**src/if_pll_defs.vh**
```
// Constants for the auxiliary-loop divider configuration words
`ifndef IF_PLL_DEFS_VH
`define IF_PLL_DEFS_VH
`define WORD_W 24
`define ADDR_HI 3
`define ADDR_IF_DIV 4'h5
`define ADDR_REF_GAIN 4'h7
`define ADDR_MAIN_FREQ 4'h0
`define AUX_LOOP_POWER_DOWN_BIT 23
`define IF_N_HI 22
`define IF_N_LO 4
`define IF_N_W 19
`define MASK_HI 23
`define MASK_LO 20
`define GAIN_HI 19
`define GAIN_LO 16
`define IF_R_HI 15
`define IF_R_LO 4
`define IF_R_W 12
`define SWALLOW_W_SMALL 3
`define SWALLOW_W_LARGE 4
`define MOD_SMALL 5'h08
`define MOD_LARGE 5'h10
`define MAIN_MIN 16'h0003
`define IF_R_MIN 12'h003
`define IF_N_RST 19'h00000
`define IF_R_RST 12'h000
`define GAIN_RST 4'h0
`define MASK_RST 4'h1
`define PD_RST 1'b1
`define MAIN_CNT_RST 16'h0000
`define SWALLOW_RST 4'h0
`define PUMP_STEP 5'h01
`define PUMP_MULT_RST 5'h01
`define PUMP_MULT_OFF 5'h00
`endif

```
**src/serial_shifter.v**
```verilog
// Three-wire serial receiver: shifts bits on link clock rises, emits a word on enable rise
`timescale 1ns/1ns
module serial_shifter #(
    parameter WIDTH = 24
) (
    input wire clk_i,
    input wire arst_n_i,
    input wire sclk_i,
    input wire sdata_i,
    input wire sle_i,
    output reg [WIDTH-1:0] word_o,
    output reg word_vld_o
);
    reg [2:0] sclk_s_r;
    reg [1:0] sdata_s_r;
    reg [2:0] sle_s_r;
    reg [WIDTH-1:0] shift_r;
    wire sclk_rise;
    wire sle_rise;
    // First stage feeds only the second; edge detection looks at stages two and three
    assign sclk_rise = sclk_s_r[1] & ~sclk_s_r[2];
    assign sle_rise = sle_s_r[1] & ~sle_s_r[2];
    always @(posedge clk_i or negedge arst_n_i) begin
        if (!arst_n_i) begin
            sclk_s_r <= 3'h0;
            sdata_s_r <= 2'h0;
            sle_s_r <= 3'h0;
            shift_r <= {WIDTH{1'b0}};
            word_o <= {WIDTH{1'b0}};
            word_vld_o <= 1'b0;
        end else begin
            sclk_s_r <= {sclk_s_r[1:0], sclk_i};
            sdata_s_r <= {sdata_s_r[0], sdata_i};
            sle_s_r <= {sle_s_r[1:0], sle_i};
            // Most significant bit first; only the last WIDTH bits before enable count
            if (sclk_rise && !sle_s_r[1]) begin
                shift_r <= {shift_r[WIDTH-2:0], sdata_s_r[1]};
            end
            word_vld_o <= sle_rise;
            if (sle_rise) begin
                word_o <= shift_r;
            end
        end
    end
endmodule

```
**src/if_pll_divider_config_words.v**
```verilog
// Auxiliary-loop divider and reference/gain configuration words with power-down control
`timescale 1ns/1ns
`include "if_pll_defs.vh"
//
// Contract
// - Address 0101 loads aux power-down flag bit 23 and 19-bit divide bits 22:4.
// - Small prescaler: low bits swallow, upper bits main; main below three illegal.
// - Power-down flag 1 stops aux loop and floats its pump; 0 runs it.
// - Auto power-up plus main frequency word write clears power-down flag.
// - Chip enable low keeps aux loop powered down regardless of flag.
// - Address 0111 loads mask 23:20, pump gain 19:16, reference divide 15:4.
// - Pump magnitude is gain code plus one unit steps.
// - Gain code applies only in steady state, not during fast lock.
// - Prescaler select 0 picks small modulus, 1 picks large modulus.
// - Mask bit marks an optional word programmed; unmarked takes defaults. Code only stores the mask on optional_word_mask_o.
// - Chip enable low first, then auto power-up, then the flag.
module if_pll_divider_config_words (
    input wire clk_i,
    input wire arst_n_i,
    input wire sclk_i,
    input wire sdata_i,
    input wire sle_i,
    input wire chip_en_i,
    input wire auto_power_up_i,
    input wire prescaler_sel_i,
    input wire fastlock_active_i,
    output reg aux_loop_power_down_o,
    output reg aux_loop_enable_o,
    output reg aux_pump_drive_en_o,
    output reg [`IF_N_W-1:0] aux_divide_o,
    output reg [15:0] aux_main_count_o,
    output reg [3:0] aux_swallow_count_o,
    output reg [4:0] aux_modulus_o,
    output reg aux_divide_illegal_o,
    output reg [`IF_R_W-1:0] aux_ref_divide_o,
    output reg aux_ref_illegal_o,
    output reg [3:0] main_pump_gain_code_o,
    output reg [4:0] main_pump_multiple_o,
    output reg [3:0] optional_word_mask_o
);
    wire [`WORD_W-1:0] word;
    wire word_vld;
    reg [1:0] ce_s_r;
    reg [1:0] auto_power_up_s_r;
    reg [1:0] psel_s_r;
    reg [1:0] fl_s_r;
    reg [15:0] main_cnt;
    reg [3:0] swallow_cnt;
    reg [4:0] modulus;
    reg pd_flag_nxt;
    reg loop_on;
    wire [3:0] addr;

    serial_shifter #(
        .WIDTH(`WORD_W)
    ) u_rx (
        .clk_i(clk_i),
        .arst_n_i(arst_n_i),
        .sclk_i(sclk_i),
        .sdata_i(sdata_i),
        .sle_i(sle_i),
        .word_o(word),
        .word_vld_o(word_vld)
    );

    assign addr = word[`ADDR_HI:0];

    // Split depends on the prescaler: 3 swallow bits for small, 4 for large
    always @* begin
        if (!psel_s_r[1]) begin
            modulus = `MOD_SMALL;
            swallow_cnt = {1'b0, aux_divide_o[`SWALLOW_W_SMALL-1:0]};
            main_cnt = aux_divide_o[`IF_N_W-1:`SWALLOW_W_SMALL];
        end else begin
            modulus = `MOD_LARGE;
            swallow_cnt = aux_divide_o[`SWALLOW_W_LARGE-1:0];
            main_cnt = {1'b0, aux_divide_o[`IF_N_W-1:`SWALLOW_W_LARGE]};
        end
    end

    // Flag update: a write and an auto power-up clear in one cycle; the clear wins
    // since auto power-up is meant to override whatever was last loaded
    always @* begin
        pd_flag_nxt = aux_loop_power_down_o;
        if (word_vld && addr == `ADDR_IF_DIV) begin
            pd_flag_nxt = word[`AUX_LOOP_POWER_DOWN_BIT];
        end
        if (word_vld && addr == `ADDR_MAIN_FREQ && auto_power_up_s_r[1]) begin
            pd_flag_nxt = 1'b0;
        end
    end

    // Precedence: chip enable, then auto power-up, then the flag
    always @* begin
        if (!ce_s_r[1]) begin
            loop_on = 1'b0;
        end else begin
            loop_on = ~pd_flag_nxt;
        end
    end

    always @(posedge clk_i or negedge arst_n_i) begin
        if (!arst_n_i) begin
            ce_s_r <= 2'h0;
            auto_power_up_s_r <= 2'h0;
            psel_s_r <= 2'h0;
            fl_s_r <= 2'h0;
            aux_loop_power_down_o <= `PD_RST;
            aux_loop_enable_o <= 1'b0;
            aux_pump_drive_en_o <= 1'b0;
            aux_divide_o <= `IF_N_RST;
            aux_main_count_o <= `MAIN_CNT_RST;
            aux_swallow_count_o <= `SWALLOW_RST;
            aux_modulus_o <= `MOD_SMALL;
            aux_divide_illegal_o <= 1'b1;
            aux_ref_divide_o <= `IF_R_RST;
            aux_ref_illegal_o <= 1'b1;
            main_pump_gain_code_o <= `GAIN_RST;
            main_pump_multiple_o <= `PUMP_MULT_RST;
            optional_word_mask_o <= `MASK_RST;
        end else begin
            ce_s_r <= {ce_s_r[0], chip_en_i};
            auto_power_up_s_r <= {auto_power_up_s_r[0], auto_power_up_i};
            psel_s_r <= {psel_s_r[0], prescaler_sel_i};
            fl_s_r <= {fl_s_r[0], fastlock_active_i};
            aux_loop_power_down_o <= pd_flag_nxt;
            aux_loop_enable_o <= loop_on;
            aux_pump_drive_en_o <= loop_on;
            if (word_vld && addr == `ADDR_IF_DIV) begin
                aux_divide_o <= word[`IF_N_HI:`IF_N_LO];
            end
            if (word_vld && addr == `ADDR_REF_GAIN) begin
                optional_word_mask_o <= word[`MASK_HI:`MASK_LO];
                main_pump_gain_code_o <= word[`GAIN_HI:`GAIN_LO];
                aux_ref_divide_o <= word[`IF_R_HI:`IF_R_LO];
            end
            aux_main_count_o <= main_cnt;
            aux_swallow_count_o <= swallow_cnt;
            aux_modulus_o <= modulus;
            // Flags main count below three for the host; hardware does not refuse it
            aux_divide_illegal_o <= (main_cnt < `MAIN_MIN);
            aux_ref_illegal_o <= (aux_ref_divide_o < `IF_R_MIN);
            // Fast lock uses its own current, so the multiple drops to zero then
            if (fl_s_r[1]) begin
                main_pump_multiple_o <= `PUMP_MULT_OFF;
            end else begin
                main_pump_multiple_o <= {1'b0, main_pump_gain_code_o} + `PUMP_STEP;
            end
        end
    end
endmodule

```
**config.mk**
```make
export PLATFORM = sky130hd
export DESIGN_NAME = if_pll_divider_config_words
export DESIGN_NICKNAME = d
export VERILOG_FILES = /design/src/serial_shifter.v /design/src/if_pll_divider_config_words.v
export VERILOG_INCLUDE_DIRS = /design/src /design/src/src
export SDC_FILE = /design/constraint.sdc
export NUM_CORES = 1
export LEC_CHECK = 0
export CORE_MARGIN = 4
export CORE_UTILIZATION = 40
export CTS_CLUSTER_DIAMETER = 80
export DETAILED_ROUTE_END_ITERATION = 10
export DONT_BUFFER_PORTS = 1
export GPL_TIMING_DRIVEN = 0
export HOLD_SLACK_MARGIN = 0.05
export PLACE_DENSITY = 0.64
export SLEW_MARGIN = 0
export SYNTH_ARGS = -nofsm -noshare
export SYNTH_HDL_FRONTEND = slang
export SYNTH_SLANG_ARGS = --single-unit
```
**constraint.sdc**
```tcl
create_clock -name clk_i -period 1.7 [get_ports clk_i]
set_input_delay 0.34 -clock clk_i [delete_from_list [all_inputs] [get_ports clk_i]]
set_output_delay 0.34 -clock clk_i [all_outputs]
set_load 0.1 [all_outputs]
```
==> results.txt <==
Routed vias - 2,487
CP Launch Type - flip-flop
Worst Setup End Kind - primary output
Yosys reg bits - 135
Lkg Pwr - 2.807 nW
PwrDens - 1360 nW/um2
Placer Congestion - 0.7132
Reg2reg path depth - 3
All-layer global routing usage - 0.1317
CTS clk-pin slew, worst paths - 0.05 ns
I/O pin count - 83
Setup TNS - 0 ns
CP required - 1.36 ns
Mapped cell area - 5051 um2
Critical path peak fanout - 1
Routed Antenna Nets - 0
Antenna violations before repair - 0
Yosys top cell area share - 0.6391
CTS tree - built
Placed standard-cell area - 5284 um2
Logic depth of the worst path, buffers included - 0
Synth top area cells - dfrtp_1, mux2_2, mux2_4
Synth top cells by count - dfrtp_1, mux2_2, mux2_4, buf_4, dfstp_2
Post-synth top area cell - dfrtp_1
Average cell area after synthesis - 16.89 um2
Post-synthesis compound-gate area fraction - 0.008918
Final hold slack - -0.3786 ns
XOR/XNOR Fraction of Synth Area - 0.003468
Worst vdd ir - 0.7709 mV
Global-route wire length before repair - 14,620 um
Root buffer cell - clkbuf_16
Nets - 337
Die Width - 120.4 um
Area grow syn2layout - 17.93%
Longest Clk Path Bufs - 2
Cells after Synth - 299
Post-route cell area - 5957 um2
Vias in the first global route - 2,602
Fmax - 598.3 MHz
Most frequent cell after synthesis - dfrtp_1
Clock latency on the worst-skew pair - 0.41 ns
Post-synth cell types - 37
Post-DP HPWL - 5891 um
H-tree levels - 4
Final min period - 1.671 ns
Final hold vios - 135
Post-Route WL - 8903 um
Die area - 14,490 um2
DR DRC count - 0
Fin crit share - 0.9832
Post-synth ARST share - 1.000
Slew at the pin with the worst max-slew slack - 0.8871 ns
Filler cells - 1,054
1st-pass router iterations - 4
Die height - 120.4 um
Max cap viols - 0
Total CTS buffers - 17
Largest net degree at the start of global routing - 136
Largest family of logic cells by synthesized area - multiplexers
Mux share of post-synthesis cell area - 0.2356
CTS sink cnt - 135
Ys flop type - dfrtp_1
Setup-failing EPs final - 0
Worst slew margin - 0.4090
Share of cells above drive strength 1 - 0.6006
Failing checks - negative hold slack
Simple logic cell fraction of the synthesized area - 0.04657
Port bufs - 0
Worst setup path class - flip-flop to primary output
Pre-CTS WS - -0.1055 ns
Layout Skew - 0.01011 ns
Status - complete, but fails checks
Seq/Total Area, Yosys - 0.6703
Total power - 8.104 mW
Final antenna diode count - 0
Yosys warning count - 0
Critical path arrival - 1.33 ns
Congestion Overflow GR - 0
Initial DRC count - 75
RSZ-0062 raised after global routing - false
Slew Viols, Final - 0
WL per Instance - 17.59 um
# hold bufs at CTS - 7
Post-Synth Adder-Cell Area - 0.002477
Initial Util - 0.4153
Final worst slack - 0.02853 ns
Routed vias/inst - 4.915
# rows - 40
Core ar. - 12,160 um2
Post-synth EDFFs - 0
Min-delay worst type - primary input to async pin
[sequential cells by signal, summed over array words and instances (netlist names), 2 cells and up]
| name | flops |
|---|---|
| aux_main_count_o | 16 |
| psel_s_r | 2 |
| optional_word_mask_o | 4 |
| u_rx.sdata_s_r | 2 |
| u_rx.shift_r | 24 |
| main_pump_gain_code_o | 4 |
| ce_s_r | 2 |
| auto_power_up_s_r | 2 |
| u_rx.sclk_s_r | 3 |
| u_rx.sle_s_r | 3 |
| aux_ref_divide_o | 12 |
| fl_s_r | 2 |
| aux_swallow_count_o | 4 |
| aux_divide_o | 19 |
| u_rx.word_o | 24 |
| main_pump_multiple_o | 5 |
| aux_modulus_o | 2 |
[metal layers]
layer / track usage / part of all wire / vias up
li1: - / - / 1098
met1: 0.1540 / 0.41 / 1318
met2: 0.2110 / 0.51 / 57
met3: 0.05192 / 0.058 / 14
met4: 0.06586 / 0.020 / 0
met5: 0 / 0 / -
[where the power goes]
group | internal [mW] | total (mW) | switching, mW | leakage, nW
logic | 0.323 | 0.654 | 0.331 | 0.804
clock network | 2.11 | 3.33 | 1.22 | 0.275
registers | 3.51 | 4.12 | 0.612 | 1.73
total | 5.94 | 8.10 | 2.17 | 2.81
[stage by stage]
step	utilization	std cells
after CTS	0.4888	506
after detailed placement	0.4345	469
after global routing	0.4898	506
after global placement	0.4345	469
after floorplan	-	301
final	0.4898	506
[final timing paths]
kind                                          start                     to  slack, ns
worst min-delay path                       arst_n_i              fl_s_r[0]      -0.38
max in group asynchronous                  arst_n_i  aux_loop_power_down_o       1.81
min in group clk_i                 u_rx.sclk_s_r[0]       u_rx.sclk_s_r[1]       0.35
worst max register to register     aux_divide_o[14]   aux_divide_illegal_o       0.11
worst min register to register     u_rx.sclk_s_r[0]       u_rx.sclk_s_r[1]       0.35
worst max-delay path            aux_main_count_o[5]    aux_main_count_o[5]       0.03
[cell usage in the layout (no fill, tap or decap), types with 2 or more instances in the layout]
cell type and n:
nor2_1 4, conb_1 3, mux2_2 89, buf_6 5, dfrtp_2 41, clkbuf_1 3
clkbuf_8 7, clkinv_2 3, mux2_4 11, mux2_1 2, nor4_1 4, clkbuf_16 17
dfrtp_1 87, dlygate4sd3_1 7, nand3_1 3, a21oi_1 2, dfstp_2 6, buf_2 5
buf_4 8, nand2_1 3, nor2b_1 3
[cell families after synthesis]
group,count (synthesis)
other cells,1
compound gates,6
buf+inv,20
mux,102
flops,135
simple gates,32
fa+ha+maj,1
xor+xnor,2
[repair_timing]
item | 4_1_cts | 5_1_grt
buffers inserted | 0 | 0
hold endpoints to repair | 142 | 135
setup endpoints to repair | 31 | 7
gates resized for setup | 31 | 7
[cell type report]
type	instances	area, um2	share of cell area
inverters	1	3.754	0.0006301
plain buffers	19	161.4	0.02710
flip-flops and latches	135	3441	0.5776
well taps	168	210.2	0.03529
repair buffers	7	70.07	0.01176
clock buffers	27	533.0	0.08948
multi-input cells	146	1523	0.2556
clock inverters	3	15.01	0.002520
Note: power is estimated with default switching activity, not from simulation.
